--- src/verilog/scbc_consts.svh ---
// Offsets, field positions, reset values and timing counts for the block
`ifndef SCBC_CONSTS_SVH
`define SCBC_CONSTS_SVH
// Register index within a channel window (address bits 4:2)
`define SCBC_IDX_SYSCLK 3'h0
`define SCBC_IDX_MODE 3'h1
`define SCBC_IDX_BAUD 3'h2
`define SCBC_IDX_FRAC 3'h3
`define SCBC_IDX_STAT 3'h4
// Channel window stride in bytes, selected by address bit 5
`define SCBC_CH_STRIDE 6'h20
// Field positions
`define SCBC_SYS_PRCK_LSB 0
`define SCBC_SYS_GEAR_LSB 2
`define SCBC_MODE_MODE_LSB 0
`define SCBC_MODE_SRC_LSB 2
`define SCBC_MODE_PE_BIT 4
`define SCBC_MODE_WU_BIT 5
`define SCBC_MODE_IOC_BIT 6
`define SCBC_BAUD_DIV_LSB 0
`define SCBC_BAUD_TAP_LSB 4
`define SCBC_BAUD_FE_BIT 6
`define SCBC_FRAC_K_LSB 0
`define SCBC_STAT_FAULT_BIT 0
// Reset values
`define SCBC_RST_PRCK 2'h0
`define SCBC_RST_GEAR 3'h0
`define SCBC_RST_PER_CNT 5'h1F
// Encodings and timing
`define SCBC_PRCK_FC16 2'h2
`define SCBC_GEAR_MAX 3'h4
`define SCBC_UART_OVERSAMPLE 16
`define SCBC_FC_PERIOD_NS 25
`define SCBC_EXT_UART_MIN_NS 100
`define SCBC_EXT_IO_MIN_NS 400
`define SCBC_EXT_UART_MIN_CYC \
  ((`SCBC_EXT_UART_MIN_NS + `SCBC_FC_PERIOD_NS - 1) / `SCBC_FC_PERIOD_NS)
`define SCBC_EXT_IO_MIN_CYC \
  ((`SCBC_EXT_IO_MIN_NS + `SCBC_FC_PERIOD_NS - 1) / `SCBC_FC_PERIOD_NS)
`endif

--- src/verilog/scbc_pkg.sv ---
// Types shared by the serial baud clocking block
package scbc_pkg;
  localparam int unsigned SCBC_MAX_CH = 2;
  typedef enum logic [1:0] {
    SCBC_MODE_IO = 2'h0,
    SCBC_MODE_7B = 2'h1,
    SCBC_MODE_8B = 2'h2,
    SCBC_MODE_9B = 2'h3
  } scbc_mode_e;
  typedef enum logic [1:0] {
    SCBC_SRC_BAUD = 2'h0,
    SCBC_SRC_SYS = 2'h1,
    SCBC_SRC_TMR = 2'h2,
    SCBC_SRC_EXT = 2'h3
  } scbc_src_e;
  typedef struct packed {
    scbc_mode_e mode;
    scbc_src_e src;
    logic pe;
    logic wu;
    logic ioc;
    logic [3:0] div;
    logic [1:0] tap;
    logic fe;
    logic [3:0] k;
  } scbc_cfg_s;
  typedef struct packed {
    logic [3:0] gdiv;
    logic [1:0] quad;
    logic [5:0] pcnt;
    logic [3:0] taps;
  } scbc_presc_s;
  typedef struct packed {
    logic sclk_s1;
    logic sclk_s2;
    logic sclk_prev;
    logic rx_s1;
    logic rx_s2;
    logic [4:0] bg_cnt;
    logic [3:0] acc;
    logic extend;
    logic bg_tick;
    logic io_half;
    logic sclk_oe;
    logic [3:0] basic_cnt;
    logic [1:0] samp;
    logic vote;
    logic vote_valid;
    logic bit_tick;
    logic [4:0] per_cnt;
    logic fault;
    logic need_presc;
  } scbc_chan_s;
  typedef struct packed {
    logic awready;
    logic wready;
    logic aw_held;
    logic w_held;
    logic [5:0] waddr;
    logic [7:0] wdata;
    logic wstrb0;
    logic bvalid;
    logic [1:0] bresp;
    logic arready;
    logic rvalid;
    logic [1:0] rresp;
    logic [7:0] rdata;
    logic [1:0] prck;
    logic [2:0] gear;
    scbc_cfg_s [SCBC_MAX_CH-1:0] cfg;
    logic [SCBC_MAX_CH-1:0] fault_clr;
  } scbc_top_s;

  // Divisor field 0 means 16
  function automatic logic [4:0] scbc_div_n(input logic [3:0] d);
    scbc_div_n = (d == 4'h0) ? 5'h10 : {1'b0, d};
  endfunction : scbc_div_n
endpackage : scbc_pkg

--- src/verilog/scbc_tap_if.sv ---
// Prescaler tap pulses shared by both channels
`timescale 1ns/1ps
interface scbc_tap_if;
  logic [3:0] tap;
  modport src (output tap);
  modport dst (input tap);
endinterface : scbc_tap_if

--- src/verilog/scbc_prescaler.sv ---
// Shared 6-bit prescaler with gear and four tap pulses
`timescale 1ns/1ps
`include "scbc_consts.svh"
module scbc_prescaler
  import scbc_pkg::*;
(
  input wire logic aclk,
  input wire logic aresetn,
  input wire logic run,
  input wire logic [1:0] prck,
  input wire logic [2:0] gear,
  scbc_tap_if.src taps
);
  scbc_presc_s s;
  scbc_presc_s next_s;
  logic fc16;
  logic [2:0] gear_c;
  logic [4:0] src_len;

  // Source is fc/16, or fc geared down by a power of two
  assign fc16 = (prck == `SCBC_PRCK_FC16);
  assign gear_c = (gear > `SCBC_GEAR_MAX) ? `SCBC_GEAR_MAX : gear;
  assign src_len = fc16 ? 5'h10 : (5'h01 << gear_c);

  // Divide source by 4 into the base tap (held off with fc/16), then 6-bit count
  always_comb
  begin
    next_s = s;
    next_s.taps = 4'h0;
    if (!run)
    begin
      next_s.gdiv = 4'h0;
      next_s.quad = 2'h0;
      next_s.pcnt = 6'h00;
    end
    else if ({1'b0, s.gdiv} == src_len - 5'h01)
    begin
      next_s.gdiv = 4'h0;
      next_s.quad = s.quad + 2'h1;
      if (s.quad == 2'h3)
      begin
        next_s.pcnt = s.pcnt + 6'h01;
        next_s.taps[0] = !fc16;
        next_s.taps[1] = (s.pcnt[1:0] == 2'h3);
        next_s.taps[2] = (s.pcnt[3:0] == 4'hF);
        next_s.taps[3] = (s.pcnt == 6'h3F);
      end
    end
    else
      next_s.gdiv = s.gdiv + 4'h1;
  end

  always_ff @(posedge aclk)
  begin
    if (!aresetn)
      s <= '0;
    else
      s <= next_s;
  end

  assign taps.tap = s.taps;

  AST_STOP: assert property (@(posedge aclk) disable iff (!aresetn)
    !run |=> s.taps == 4'h0)
    else $error("prescaler tap while stopped");
  AST_FC16_NO_T0: assert property (@(posedge aclk) disable iff (!aresetn)
    s.taps[0] |-> $past(prck) != `SCBC_PRCK_FC16)
    else $error("base tap used with fc/16 source");
  AST_TAP_NEST: assert property (@(posedge aclk) disable iff (!aresetn)
    s.taps[3] |-> s.taps[2] && s.taps[1] && s.pcnt == 6'h00)
    else $error("slow tap not aligned to faster taps");
endmodule : scbc_prescaler

--- src/verilog/scbc_channel.sv ---
// Per-channel baud generator, basic clock and receive bit voter
`timescale 1ns/1ps
`include "scbc_consts.svh"
module scbc_channel
  import scbc_pkg::*;
(
  input wire logic aclk,
  input wire logic aresetn,
  scbc_tap_if.dst taps,
  input wire scbc_cfg_s cfg,
  input wire logic timer_trig,
  input wire logic rx_pin,
  input wire logic sclk_in,
  input wire logic fault_clr,
  output scbc_chan_s st
);
  scbc_chan_s s;
  scbc_chan_s next_s;
  logic [4:0] n;
  logic uart;
  logic frac_on;
  logic tap_tick;
  logic ext_rise;
  logic ext_used;
  logic basic;
  logic bg_hit;
  logic [4:0] sum;
  logic [4:0] ext_min;

  assign n = scbc_div_n(cfg.div);
  assign uart = (cfg.mode != SCBC_MODE_IO);
  // Fraction only in UART with N 2..15; guards a bad setting
  assign frac_on = cfg.fe && uart && n >= 5'h02 && n <= 5'h0F;
  assign tap_tick = taps.tap[cfg.tap];
  assign bg_hit = ({1'b0, s.bg_cnt} >= {1'b0, n} - 6'h01 + {5'h00, s.extend});
  assign sum = {1'b0, s.acc} + (5'h10 - {1'b0, cfg.k});
  assign ext_rise = s.sclk_s2 && !s.sclk_prev;
  assign ext_used = uart ? (cfg.src == SCBC_SRC_EXT) : cfg.ioc;
  assign ext_min = uart ? 5'(`SCBC_EXT_UART_MIN_CYC)
                        : 5'(`SCBC_EXT_IO_MIN_CYC);

  // Basic clock source for UART mode
  always_comb
  begin
    unique case (cfg.src)
      SCBC_SRC_BAUD: basic = s.bg_tick;
      SCBC_SRC_SYS: basic = 1'b1;
      SCBC_SRC_TMR: basic = timer_trig;
      SCBC_SRC_EXT: basic = ext_rise;
    endcase
  end

  always_comb
  begin
    next_s = s;
    next_s.sclk_s1 = sclk_in;
    next_s.sclk_s2 = s.sclk_s1;
    next_s.sclk_prev = s.sclk_s2;
    next_s.rx_s1 = rx_pin;
    next_s.rx_s2 = s.rx_s1;
    next_s.bg_tick = 1'b0;
    next_s.bit_tick = 1'b0;
    next_s.vote_valid = 1'b0;
    // Baud generator: period N, stretched by one when fraction overflows
    if (tap_tick)
    begin
      if (bg_hit)
      begin
        next_s.bg_cnt = 5'h00;
        next_s.bg_tick = 1'b1;
        next_s.acc = frac_on ? sum[3:0] : 4'h0;
        next_s.extend = frac_on && sum[4];
      end
      else
        next_s.bg_cnt = s.bg_cnt + 5'h01;
    end
    if (uart)
    begin
      next_s.io_half = 1'b0;
      if (basic)
      begin
        next_s.basic_cnt = s.basic_cnt + 4'h1;
        next_s.bit_tick = (s.basic_cnt == 4'hF);
        if (s.basic_cnt >= 4'h6 && s.basic_cnt <= 4'h7)
          next_s.samp = {s.samp[0], s.rx_s2};
        if (s.basic_cnt == 4'h8)
        begin
          next_s.vote = (s.samp[1] & s.samp[0]) | (s.samp[1] & s.rx_s2) |
                        (s.samp[0] & s.rx_s2);
          next_s.vote_valid = 1'b1;
        end
      end
    end
    else
    begin
      next_s.basic_cnt = 4'h0;
      // Internal shift clock is generator output halved
      if (!cfg.ioc && s.bg_tick)
      begin
        next_s.io_half = !s.io_half;
        next_s.bit_tick = s.io_half;
      end
      else if (cfg.ioc)
      begin
        next_s.io_half = 1'b0;
        next_s.bit_tick = ext_rise;
      end
      if (next_s.bit_tick)
      begin
        next_s.vote = s.rx_s2;
        next_s.vote_valid = 1'b1;
      end
    end
    next_s.sclk_oe = !uart && !cfg.ioc;
    // Prescaler only needed while the generator feeds the channel
    next_s.need_presc = uart ? (cfg.src == SCBC_SRC_BAUD) : !cfg.ioc;
    // External clock period check; a fault set beats a clear
    if (ext_rise)
      next_s.per_cnt = 5'h01;
    else if (s.per_cnt != 5'h1F)
      next_s.per_cnt = s.per_cnt + 5'h01;
    if (fault_clr)
      next_s.fault = 1'b0;
    if (ext_rise && ext_used && s.per_cnt < ext_min)
      next_s.fault = 1'b1;
  end

  always_ff @(posedge aclk)
  begin
    if (!aresetn)
    begin
      s <= '0;
      // Edge chain starts at the idle-high pin level, no false edge
      s.sclk_s1 <= 1'b1;
      s.sclk_s2 <= 1'b1;
      s.sclk_prev <= 1'b1;
      s.per_cnt <= `SCBC_RST_PER_CNT;
    end
    else
      s <= next_s;
  end

  assign st = s;

  AST_UART_BIT: assert property (@(posedge aclk) disable iff (!aresetn)
    s.bit_tick && $past(uart) |-> s.basic_cnt == 4'h0 &&
      $past(s.basic_cnt) == 4'hF)
    else $error("UART bit tick not on 16th basic pulse");
  AST_IO_BIT: assert property (@(posedge aclk) disable iff (!aresetn)
    s.bit_tick && $past(!uart && !cfg.ioc) |-> $fell(s.io_half))
    else $error("I/O bit tick not at shift clock fall");
  AST_VOTE: assert property (@(posedge aclk) disable iff (!aresetn)
    s.vote_valid && $past(uart) |-> $past(s.basic_cnt) == 4'h8)
    else $error("vote not on 9th basic pulse");
  AST_INT_DIV: assert property (@(posedge aclk) disable iff (!aresetn)
    s.bg_tick && $past(!frac_on) |-> !s.extend && s.acc == 4'h0)
    else $error("fraction used while disabled");
  AST_EXT_FAULT: assert property (@(posedge aclk) disable iff (!aresetn)
    ext_rise && ext_used && s.per_cnt < ext_min |=> s.fault)
    else $error("short external clock period not flagged");
endmodule : scbc_channel

--- src/verilog/scbc_top.sv ---
// Serial baud clocking top: AXI4-Lite registers, prescaler, one or two channels (CH_COUNT)
`timescale 1ns/1ps
`include "scbc_consts.svh"
module scbc_top
  import scbc_pkg::*;
#(
  parameter int unsigned CH_COUNT = 2
)
(
  input wire logic aclk,
  input wire logic aresetn,
  input wire logic [5:0] awaddr,
  input wire logic awvalid,
  output logic awready,
  input wire logic [31:0] wdata,
  input wire logic [3:0] wstrb,
  input wire logic wvalid,
  output logic wready,
  output logic [1:0] bresp,
  output logic bvalid,
  input wire logic bready,
  input wire logic [5:0] araddr,
  input wire logic arvalid,
  output logic arready,
  output logic [31:0] rdata,
  output logic [1:0] rresp,
  output logic rvalid,
  input wire logic rready,
  input wire logic timer_trigger,
  input wire logic [CH_COUNT-1:0] receive_pin,
  input wire logic [CH_COUNT-1:0] shift_clock_pin_in,
  output logic [CH_COUNT-1:0] shift_clock_pin_out,
  output logic [CH_COUNT-1:0] shift_clock_pin_oe,
  output logic [CH_COUNT-1:0] bit_tick,
  output logic [CH_COUNT-1:0] rx_bit,
  output logic [CH_COUNT-1:0] rx_bit_valid
);
  localparam logic [1:0] RESP_OKAY = 2'h0;
  localparam logic [1:0] RESP_SLVERR = 2'h2;

  if (CH_COUNT < 1 || CH_COUNT > SCBC_MAX_CH)
  begin : g_bad_count
    $error("CH_COUNT must be 1 or 2");
  end

  scbc_top_s s;
  scbc_top_s next_s;
  scbc_chan_s ch_st [SCBC_MAX_CH];
  logic [SCBC_MAX_CH-1:0] need;
  logic have_aw;
  logic have_w;
  logic [5:0] wa;
  logic [7:0] wd;
  logic ws;
  logic [7:0] rd_val;
  logic rd_ok;

  scbc_tap_if tap_bus ();

  // Register map check, shared by read and write
  function automatic logic reg_ok(input logic [5:0] a);
    logic ch;
    logic [2:0] idx;
    ch = a[5];
    idx = a[4:2];
    reg_ok = (a[1:0] == 2'h0) && (idx <= `SCBC_IDX_STAT) &&
             !(ch && idx == `SCBC_IDX_SYSCLK) &&
             (32'(ch) < CH_COUNT);
  endfunction : reg_ok

  // Status word: fault, last bit, parity, wake-up, frame data bits
  function automatic logic [7:0] stat_val(input scbc_cfg_s c,
                                           input scbc_chan_s st);
    logic par;
    logic wake;
    logic [3:0] bits;
    par = c.pe && (c.mode == SCBC_MODE_7B || c.mode == SCBC_MODE_8B);
    wake = c.wu && (c.mode == SCBC_MODE_9B);
    unique case (c.mode)
      SCBC_MODE_7B: bits = 4'h7;
      SCBC_MODE_9B: bits = 4'h9;
      default: bits = 4'h8;
    endcase
    stat_val = {bits, wake, par, st.vote, st.fault};
  endfunction : stat_val

  // Read mux
  always_comb
  begin
    rd_ok = reg_ok(araddr);
    rd_val = 8'h00;
    if (rd_ok)
    begin
      unique case (araddr[4:2])
        `SCBC_IDX_SYSCLK: rd_val = {3'h0, s.gear, s.prck};
        `SCBC_IDX_MODE: rd_val = {1'b0, s.cfg[araddr[5]].ioc,
          s.cfg[araddr[5]].wu, s.cfg[araddr[5]].pe,
          s.cfg[araddr[5]].src, s.cfg[araddr[5]].mode};
        `SCBC_IDX_BAUD: rd_val = {1'b0, s.cfg[araddr[5]].fe,
          s.cfg[araddr[5]].tap, s.cfg[araddr[5]].div};
        `SCBC_IDX_FRAC: rd_val = {4'h0, s.cfg[araddr[5]].k};
        default: rd_val = stat_val(s.cfg[araddr[5]], ch_st[araddr[5]]);
      endcase
    end
  end

  // Write side takes address and data in either order
  assign have_aw = s.aw_held || (awvalid && s.awready);
  assign have_w = s.w_held || (wvalid && s.wready);
  assign wa = s.aw_held ? s.waddr : awaddr;
  assign wd = s.w_held ? s.wdata : wdata[7:0];
  assign ws = s.w_held ? s.wstrb0 : wstrb[0];

  always_comb
  begin
    next_s = s;
    next_s.fault_clr = '0;
    if (awvalid && s.awready)
    begin
      next_s.awready = 1'b0;
      next_s.aw_held = 1'b1;
      next_s.waddr = awaddr;
    end
    if (wvalid && s.wready)
    begin
      next_s.wready = 1'b0;
      next_s.w_held = 1'b1;
      next_s.wdata = wdata[7:0];
      next_s.wstrb0 = wstrb[0];
    end
    if (have_aw && have_w && !s.bvalid)
    begin
      next_s.aw_held = 1'b0;
      next_s.w_held = 1'b0;
      next_s.bvalid = 1'b1;
      next_s.bresp = reg_ok(wa) ? RESP_OKAY : RESP_SLVERR;
      // Only byte lane 0 carries register bits
      if (reg_ok(wa) && ws)
      begin
        unique case (wa[4:2])
          `SCBC_IDX_SYSCLK:
          begin
            next_s.prck = wd[`SCBC_SYS_PRCK_LSB +: 2];
            next_s.gear = wd[`SCBC_SYS_GEAR_LSB +: 3];
          end
          `SCBC_IDX_MODE:
          begin
            next_s.cfg[wa[5]].mode = scbc_mode_e'(wd[`SCBC_MODE_MODE_LSB +: 2]);
            next_s.cfg[wa[5]].src = scbc_src_e'(wd[`SCBC_MODE_SRC_LSB +: 2]);
            next_s.cfg[wa[5]].pe = wd[`SCBC_MODE_PE_BIT];
            next_s.cfg[wa[5]].wu = wd[`SCBC_MODE_WU_BIT];
            next_s.cfg[wa[5]].ioc = wd[`SCBC_MODE_IOC_BIT];
          end
          `SCBC_IDX_BAUD:
          begin
            next_s.cfg[wa[5]].div = wd[`SCBC_BAUD_DIV_LSB +: 4];
            next_s.cfg[wa[5]].tap = wd[`SCBC_BAUD_TAP_LSB +: 2];
            next_s.cfg[wa[5]].fe = wd[`SCBC_BAUD_FE_BIT];
          end
          `SCBC_IDX_FRAC: next_s.cfg[wa[5]].k = wd[`SCBC_FRAC_K_LSB +: 4];
          default: next_s.fault_clr[wa[5]] = wd[`SCBC_STAT_FAULT_BIT];
        endcase
      end
    end
    if (s.bvalid && bready)
    begin
      next_s.bvalid = 1'b0;
      next_s.awready = 1'b1;
      next_s.wready = 1'b1;
    end
    // Read answers on the edge after the address is taken
    if (arvalid && s.arready)
    begin
      next_s.arready = 1'b0;
      next_s.rvalid = 1'b1;
      next_s.rresp = rd_ok ? RESP_OKAY : RESP_SLVERR;
      next_s.rdata = rd_val;
    end
    if (s.rvalid && rready)
    begin
      next_s.rvalid = 1'b0;
      next_s.arready = 1'b1;
    end
  end

  always_ff @(posedge aclk)
  begin
    if (!aresetn)
    begin
      s <= '0;
      s.awready <= 1'b1;
      s.wready <= 1'b1;
      s.arready <= 1'b1;
      s.prck <= `SCBC_RST_PRCK;
      s.gear <= `SCBC_RST_GEAR;
    end
    else
      s <= next_s;
  end

  // Shared prescaler, run while any channel asks for it
  scbc_prescaler u_presc (
    .aclk(aclk),
    .aresetn(aresetn),
    .run(|need),
    .prck(s.prck),
    .gear(s.gear),
    .taps(tap_bus.src)
  );

  // Independent channels, each with its own pins and settings
  for (genvar c = 0; c < SCBC_MAX_CH; c++)
  begin : g_ch
    if (c < CH_COUNT)
    begin : g_on
      scbc_channel u_ch (
        .aclk(aclk),
        .aresetn(aresetn),
        .taps(tap_bus.dst),
        .cfg(s.cfg[c]),
        .timer_trig(timer_trigger),
        .rx_pin(receive_pin[c]),
        .sclk_in(shift_clock_pin_in[c]),
        .fault_clr(s.fault_clr[c]),
        .st(ch_st[c])
      );
      assign need[c] = ch_st[c].need_presc;
      assign shift_clock_pin_out[c] = ch_st[c].io_half;
      assign shift_clock_pin_oe[c] = ch_st[c].sclk_oe;
      assign bit_tick[c] = ch_st[c].bit_tick;
      assign rx_bit[c] = ch_st[c].vote;
      assign rx_bit_valid[c] = ch_st[c].vote_valid;
    end
    else
    begin : g_off
      assign ch_st[c] = '0;
      assign need[c] = 1'b0;
    end
  end

  assign awready = s.awready;
  assign wready = s.wready;
  assign bvalid = s.bvalid;
  assign bresp = s.bresp;
  assign arready = s.arready;
  assign rvalid = s.rvalid;
  assign rresp = s.rresp;
  assign rdata = {24'h000000, s.rdata};

  AST_B_HOLD: assert property (@(posedge aclk) disable iff (!aresetn)
    s.bvalid && !bready |=> s.bvalid && $stable(s.bresp))
    else $error("write response dropped before taken");
  AST_R_ANSWER: assert property (@(posedge aclk) disable iff (!aresetn)
    arvalid && s.arready |=> s.rvalid && !s.arready)
    else $error("read not answered on next edge");
endmodule : scbc_top

--- config.mk ---
export PLATFORM = sky130hd
export DESIGN_NAME = scbc_top
export DESIGN_NICKNAME = d
export VERILOG_FILES = /design/src/verilog/scbc_pkg.sv /design/src/verilog/scbc_tap_if.sv /design/src/verilog/scbc_prescaler.sv /design/src/verilog/scbc_channel.sv /design/src/verilog/scbc_top.sv
export VERILOG_INCLUDE_DIRS = /design/src /design/src/verilog
export SDC_FILE = /design/constraint.sdc
export NUM_CORES = 1
export LEC_CHECK = 0
export BUFFER_PORTS_ARGS = -buffer_cell sky130_fd_sc_hd__buf_2
export CAP_MARGIN = 10
export CORE_ASPECT_RATIO = 0.5
export CORE_MARGIN = 5
export CORE_UTILIZATION = 50
export CTS_CLUSTER_DIAMETER = 60
export DETAILED_ROUTE_END_ITERATION = 8
export HOLD_SLACK_MARGIN = 0.06
export PLACE_DENSITY = 0.71
export SLEW_MARGIN = 40
export SYNTH_ARGS = -nofsm -noshare
export SYNTH_HDL_FRONTEND = slang
export SYNTH_SLANG_ARGS = --single-unit
--- constraint.sdc ---
create_clock -name aclk -period 3.35 [get_ports aclk]
set_input_delay 0 -clock aclk [delete_from_list [all_inputs] [get_ports aclk]]
set_output_delay 0 -clock aclk [all_outputs]
set_load 0.03 [all_outputs]
==> impl_results.md, run 1 <==
* Total grt overflow at 0
* Fraction of registers with async set or reset after synthesis at 0
* Ant. Diodes at 0
* Cells after Synth at 896
* Design area at 9170 µm²
* Yosys warns at 0
* Storage cell area at about 3200 µm²
* Synth Area in Compound Gates at 0.110
* Nets at 1066
* Commonest non-fill, non-tap cell in the layout: dfxtp_1
* Pleak at between 3 and 4 nW
* Netlist cell types at 60
* Final core occ at 0.592
* GP Congestion at approximately 0.86
* Clock sink count at approximately 160
* Commonest non-fill, non-tap cells in the layout: 158 x dfxtp_1, 116 x nand2_1, 67 x mux2i_1, 58 x nor2_1, 56 x buf_2
* Syn-to-layout area delta at 15.5%
* Worst Hold Class: in2reg
* Post-DP Area at 8130 µm²
* Post-Syn Area at 7940 µm²
* Cts bufs inserted at 17
* Starting Density at 0.512
* Final Skew at 11.6 ps
* Clk Latency, worst-skew pair at 430 ps
* Post-route ant nets at 0
* Clk Tree Root Cell: clkbuf_16
* DR vias at roughly 6.4k
* Avg Cell Area, Syn at 8.86 µm²
* CTS tree: yes
* Vias in the first global route at a little over 6k
* Post-synth EDFFs at 0
* Critical Path Sink Type: flop
* Final Slew Violations at 0
* First-pass GRT wire length at between 20000 and 30000 µm
* P per Cell Area at around 520 nW/µm²
* Fin. Hold Viols at 0
* Unrepaired setup endpoints after global routing: no
* Setup WS pre-CTS at 660 ps
* Clk buf depth at 2
* Synth Area in XOR/XNOR at 0.0408
* Fmax at 373 MHz
* Number of max-cap violations at 0
* WS Path Type: reg2reg
* Post-DP HPWL at roughly 12000 µm
* Final setup margin at roughly 670 ps
* First DRT Iteration DRCs at ~350
* Post-Synth Simple-Gate Area at 0.188
* Crit Path Max Fanout at 12
* Area leader, netlist: dfxtp_1
* Via density at ~5.4
* Yosys reg bits at around 160
* Sequential-to-total area share from yosys stat at 0.399
* Die span in x at roughly 190 µm
* Status: finished, final reports clean
* Post-synth top flop: dfxtp_1
* Met2 Usage GRT at 0.320
* Post-route clock period utilization at 0.801
* WL/cell at roughly 15 µm
* Startpoint types: flop
* Tot GR Track Use at 0.193
* Total wire length at 17700 µm
* Arrival time worst endpoint at 3000 ps
* WP data required at approximately 3700 ps
* Actual slew at the worst max-slew pin at around 700 ps
* Largest net degree at the start of global routing at 65
* Share of layout cells above drive strength 1 at 0.113
* Largest cells by area after synthesis: dfxtp_1 40%, mux2i_1 8.5%, ha_1 6.6%, nand2_1 5.5%, buf_4 4.4%
* Mux cell area share after synthesis at 0.109
* Antenna violations before repair at 0
* Layout fillers at ~1.3k
* Slew headroom at 0.509
* Yosys top cell area share at 0.399
* DIE AREA at 18600 µm²
* Final setup violation count at 0
* Core area at around 15000 µm²
* Setup TNS Final at 0 ps
* Initial DRT Pass Iterations at 4
* Maximum vdd drop at between 0.3 and 0.4 mV
* # IOs at roughly 110
* Met3 usage at 0.0527
* Clk pin slew, worst setup/hold paths at ~70 ps
* M1 GR Usage at 0.252
* H-Tree Depth at 4
* Adder-cell share of the synthesized area at 0.0713
* Busiest layer in global routing: met2
* Vert. Die Dim at between 90 and 100 µm
* # DRC at 0
* Buffers added on ports at 56
* Final worst path period need at roughly 2700 ps
* Tot Pwr at 4.76 mW
* Post-CTS Setup Inserts at 0
* # rows at 32
* Multi-input gate area at approximately 4200 µm²
* Largest family of logic cells by synthesized area: simple AND/OR/NAND/NOR gates
## power by group
part / internal (mW) / total (mW) / switching (mW) / leakage [nW]
clock: 1.34 / 2.14 / 0.795 / 0.317
combinational: 0.258 / 0.580 / 0.322 / 2.30
sequential: 1.96 / 2.04 / 0.0785 / 1.28
## synthesized netlist by cell type, types with 7 or more instances
cell,n
xnor2_1,19
nand4_1,10
nor3_1,16
and2_1,11
ha_1,42
buf_4,46
inv_1,49
or3_1,12
and3_1,7
dfxtp_1,158
o21ai_0,44
mux2_2,9
nor2b_1,9
nand2b_1,13
clkbuf_1,19
buf_2,7
nand3_1,36
nand2_1,116
a21oi_1,41
nor2_1,58
mux2i_1,67
xor2_1,18
o31ai_1,7
## final cells by class
cell class,count,area share
clock buffers,18,0.0479
clock inverters,13,0.0231
inverters,49,0.0201
multi-input cells,638,0.459
flip-flops and latches,158,0.345
well taps,204,0.0278
repair buffers,98,0.0770
## logic make-up (layout without fill, tap and decap cells)
logic type / count (synthesis) / count (layout)
compound gates: 140 / 140
xor+xnor: 37 / 37
fa+ha+maj: 44 / 44
buf+inv: 125 / 178
flops: 158 / 158
mux: 80 / 80
other cells: 1 / 26
simple gates: 311 / 311
## repair_timing
item,in CTS,in global routing
hold buffers,39,0
endpoints found under the hold margin,37,0
gates resized for setup,0,0
## per-stage QoR
step	hold WS [ps]	instances
final	165	1178
after global routing	270	1178
after CTS	149	1178
after detailed placement	188	1108
after global placement	183	1108
after floorplan	101	921
## routing by layer
layer / share of wire / vias to the layer above
met5: 0 / -
met4: 0.0083 / 0
met1: 0.46 / 3020
met3: 0.073 / 16
met2: 0.46 / 184
li1: - / 3162
## worst paths after layout
| check | startpoint | to | slack, ps | cells after the start |
|---|---|---|---|---|
| setup / recovery | flop | g_ch[1].g_on.u_ch.st[25] | 670 | 11 |
| setup reg to reg | flop | g_ch[1].g_on.u_ch.st[25] | 670 | 11 |
| hold / removal | araddr[3] | rdata[4] | 170 | 4 |
| hold reg to reg | g_ch[1].g_on.u_ch.st[33] | g_ch[1].g_on.u_ch.st[32] | 410 | 1 |
## worst max-delay path, cell delays in order, from the launching register on
cell	delay (ps)
dfxtp_1	410
inv_1	70
ha_1	190
ha_1	220
xnor2_1	130
or3_1	310
ha_1	280
nor2_1	30
a31oi_1	130
o311a_1	480
nand2b_1	270
nor2_1	70
No activity file was read; power rests on OpenSTA's default activity.
==> run 2: changes to the inputs <==
Settings changed: ABC_AREA set to 1.
Clock period 3.35 ns to 2.8 ns, I/O delays scaled along.
==> run 2 against run 1 <==
  * Power up 25%
  * Maximum frequency rose by 17%
  * Cell area up 5.1%
  * Count of clock-buffer cells in the layout unchanged
  * Largest power group unchanged
  * Highest routed layer unchanged
==> impl_results.md, run 2 <==
* Fmax at ~430 MHz
* Nets at 1356
* Final Slew Violations at 0
* # rows at 33
* Setup TNS Final at 0 ps
* CP max stage delay at around 350 ps
* Fin. Hold Viols at 0
* Setup WS pre-CTS at between 400 and 500 ps
* First-pass GRT wire length at 33500 µm
* DIE AREA at roughly 20000 µm²
* Delay-heaviest family, CP: adder cells
* Cts bufs inserted at 17
* Fin Hold WS at about 65 ps
* Total wire length at ~20000 µm
* Most frequent CP cell: nand2_1
* # DRC at 0
* First DRT Iteration DRCs at just under 500
* Post-route clock period utilization at 0.822
* Power share of the sequential group at 0.414
* Pleak at 4.39 nW
* Syn-to-layout area delta at 13.6%
* Layout fillers at between 1.5k and 2k
* DR vias at approximately 7.6k
* Buffers added on ports at 56
* Starting Density at 0.513
* Number of max-cap violations at 0
* M1 GR Usage at 0.286
* Largest cells by area after synthesis: dfxtp_1 37%, nand2_1 11%, nor2_1 7.3%, ha_1 6.2%, inv_1 6.0%
* WL/cell at between 10 and 15 µm
* Clock sink count at between 150 and 200
* Post-CTS sizing at 0
* Startpoint types: flop
* CTS tree: yes
* WP data required at between 3000 and 4000 ps
* P per Cell Area at approximately 620 nW/µm²
* Avg Cell Area, Syn at around 7.1 µm²
* Worst Hold Class: in2reg
* Largest net degree at the start of global routing at 55
* Met3 usage at 0.0491
* Arrival time worst endpoint at between 2000 and 3000 ps
* Slowest CP cell: dfxtp_1
* Commonest non-fill, non-tap cells in the layout: 247 x nand2_1, 165 x nor2_1, 158 x dfxtp_1, 136 x inv_1, 70 x a21oi_1
* Post-CTS Setup Inserts at 0
* Post-Syn Area at 8480 µm²
* Post-synth EDFFs at 0
* Met2 Usage GRT at 0.334
* Unrepaired setup endpoints after global routing: no
* Vert. Die Dim at 102 µm
* Post-DP HPWL at ~15000 µm
* H-Tree Depth at 4
* Clk pin slew, worst setup/hold paths at roughly 70 ps
* Yosys reg bits at roughly 160
* Area leader, netlist: dfxtp_1
* Switching power at 1.79 mW
* Core area at around 17000 µm²
* Post-synth top flop: dfxtp_1
* Final Skew at roughly 16 ps
* Sw Ratio at 0.300
* Most common cell in the netlist: nand2_1
* Yosys top cell area share at 0.373
* Critical Path Sink Type: flop
* Status: finished, final reports clean
* Netlist cell types at 50
* GP Congestion at 0.933
* Critical-path cell list: inv_1, ha_1, ha_1, xnor2_1, ha_1, nand2_1, a21oi_1, o21ai_0, nand2_1, nand2_1, nand2_1, a21oi_1
* Tot Pwr at between 5 and 6 mW
* Final setup margin at 498 ps
* Comb pwr share at 0.164
* Crit Path Max Fanout at 7
* Clk buf depth at 2
* Yosys warns at 0
* Actual slew at the worst max-slew pin at just over 800 ps
* Ant. Diodes at 0
* Via density at approximately 5
* Cells after Synth at between 1k and 1.5k
* Clk Latency, worst-skew pair at 440 ps
* Commonest non-fill, non-tap cell in the layout: nand2_1
* Sequential-to-total area share from yosys stat at 0.373
* Busiest layer in global routing: met2
* Clk Tree Root Cell: clkbuf_16
* Antenna violations before repair at 0
* Initial DRT Pass Iterations at 5
* WS Path Type: reg2reg
* Pint at around 4.2 mW
* Final setup violation count at 0
* Fraction of registers with async set or reset after synthesis at 0
* Slew headroom at 0.446
* Total grt overflow at 0
* # IOs at between 100 and 150
* Most frequent cells after synthesis: 247 x nand2_1, 165 x nor2_1, 158 x dfxtp_1
* Tot GR Track Use at 0.207
* Post-route ant nets at 0
* Clock network power share at 0.422
* Share of layout cells above drive strength 1 at 0.111
* Maximum vdd drop at about 0.45 mV
* Vias in the first global route at around 7.0k
* Final worst path period need at about 2300 ps
* Worst Path Buf+Inv at 1
* Die span in x at 194 µm
[run 2: path summary, 6_finish.rpt]
check / from / to / slack, ps / cells past startpoint
worst max register to register: flop / g_ch[1].g_on.u_ch.st[24] / 500 / 12
worst min-delay path: arvalid / arready / 60 / 4
worst min register to register: g_ch[0].g_on.u_ch.st[33] / g_ch[0].g_on.u_ch.st[32] / 410 / 1
worst max-delay path: flop / g_ch[1].g_on.u_ch.st[24] / 500 / 12
[run 2: power groups by stage]
stage	sequential (mW)	combinational, mW	clock (mW)
2_1_floorplan	2.50	0.749	0
4_1_cts	2.46	0.970	2.56
6_report	2.47	0.978	2.52
5_1_grt	2.48	1.10	2.64
3_5_place_dp	2.51	0.932	0
3_3_place_gp	2.51	0.901	0
[run 2: repair_timing]
item / 4_1_cts / 5_1_grt
hold endpoints to repair: 33 / 0
setup endpoints to repair: 0 / 0
hold buffers: 26 / 0
[run 2: area by class of cell]
type,count,area (µm²),area share
clock buffers,18,439,0.0456
clock inverters,14,196,0.0204
inverters,148,558,0.0579
multi-input cells,836,4390,0.455
flip-flops and latches,158,3160,0.328
well taps,227,284,0.0295
repair buffers,91,608,0.0631
[run 2: per-layer routing]
layer  vias up  routed length (µm)
met5         -                   0
met4         0                 184
met3        20                1640
met2       218                8790
met1      3461                9740
li1       3883                   -
[run 2: logic make-up (layout without fill, tap and decap cells)]
| group | after synthesis | in the layout | synth area share |
|---|---|---|---|
| flops | 158 | 158 | 0.373 |
| compound gates | 181 | 181 | 0.117 |
| buf+inv | 221 | 271 | 0.121 |
| mux | 2 | 2 | 0.00236 |
| xor+xnor | 21 | 21 | 0.0217 |
| fa+ha+maj | 45 | 45 | 0.0679 |
| other cells | 1 | 26 | 0.000442 |
| simple gates | 561 | 561 | 0.297 |
[run 2: worst min-delay path: stages]
cell and delay [ps]:
buf_2 70, nand2_1 210, nand2_1 120, nand2_1 40
[run 2: through the flow]
stage	std cells	utilization	area, µm²
2_1_floorplan	1215	-	8570
5_1_grt	1492	0.583	9640
3_5_place_dp	1434	0.529	8740
3_3_place_gp	1434	0.529	8740
4_1_cts	1492	0.583	9640
6_report	1492	0.583	9640
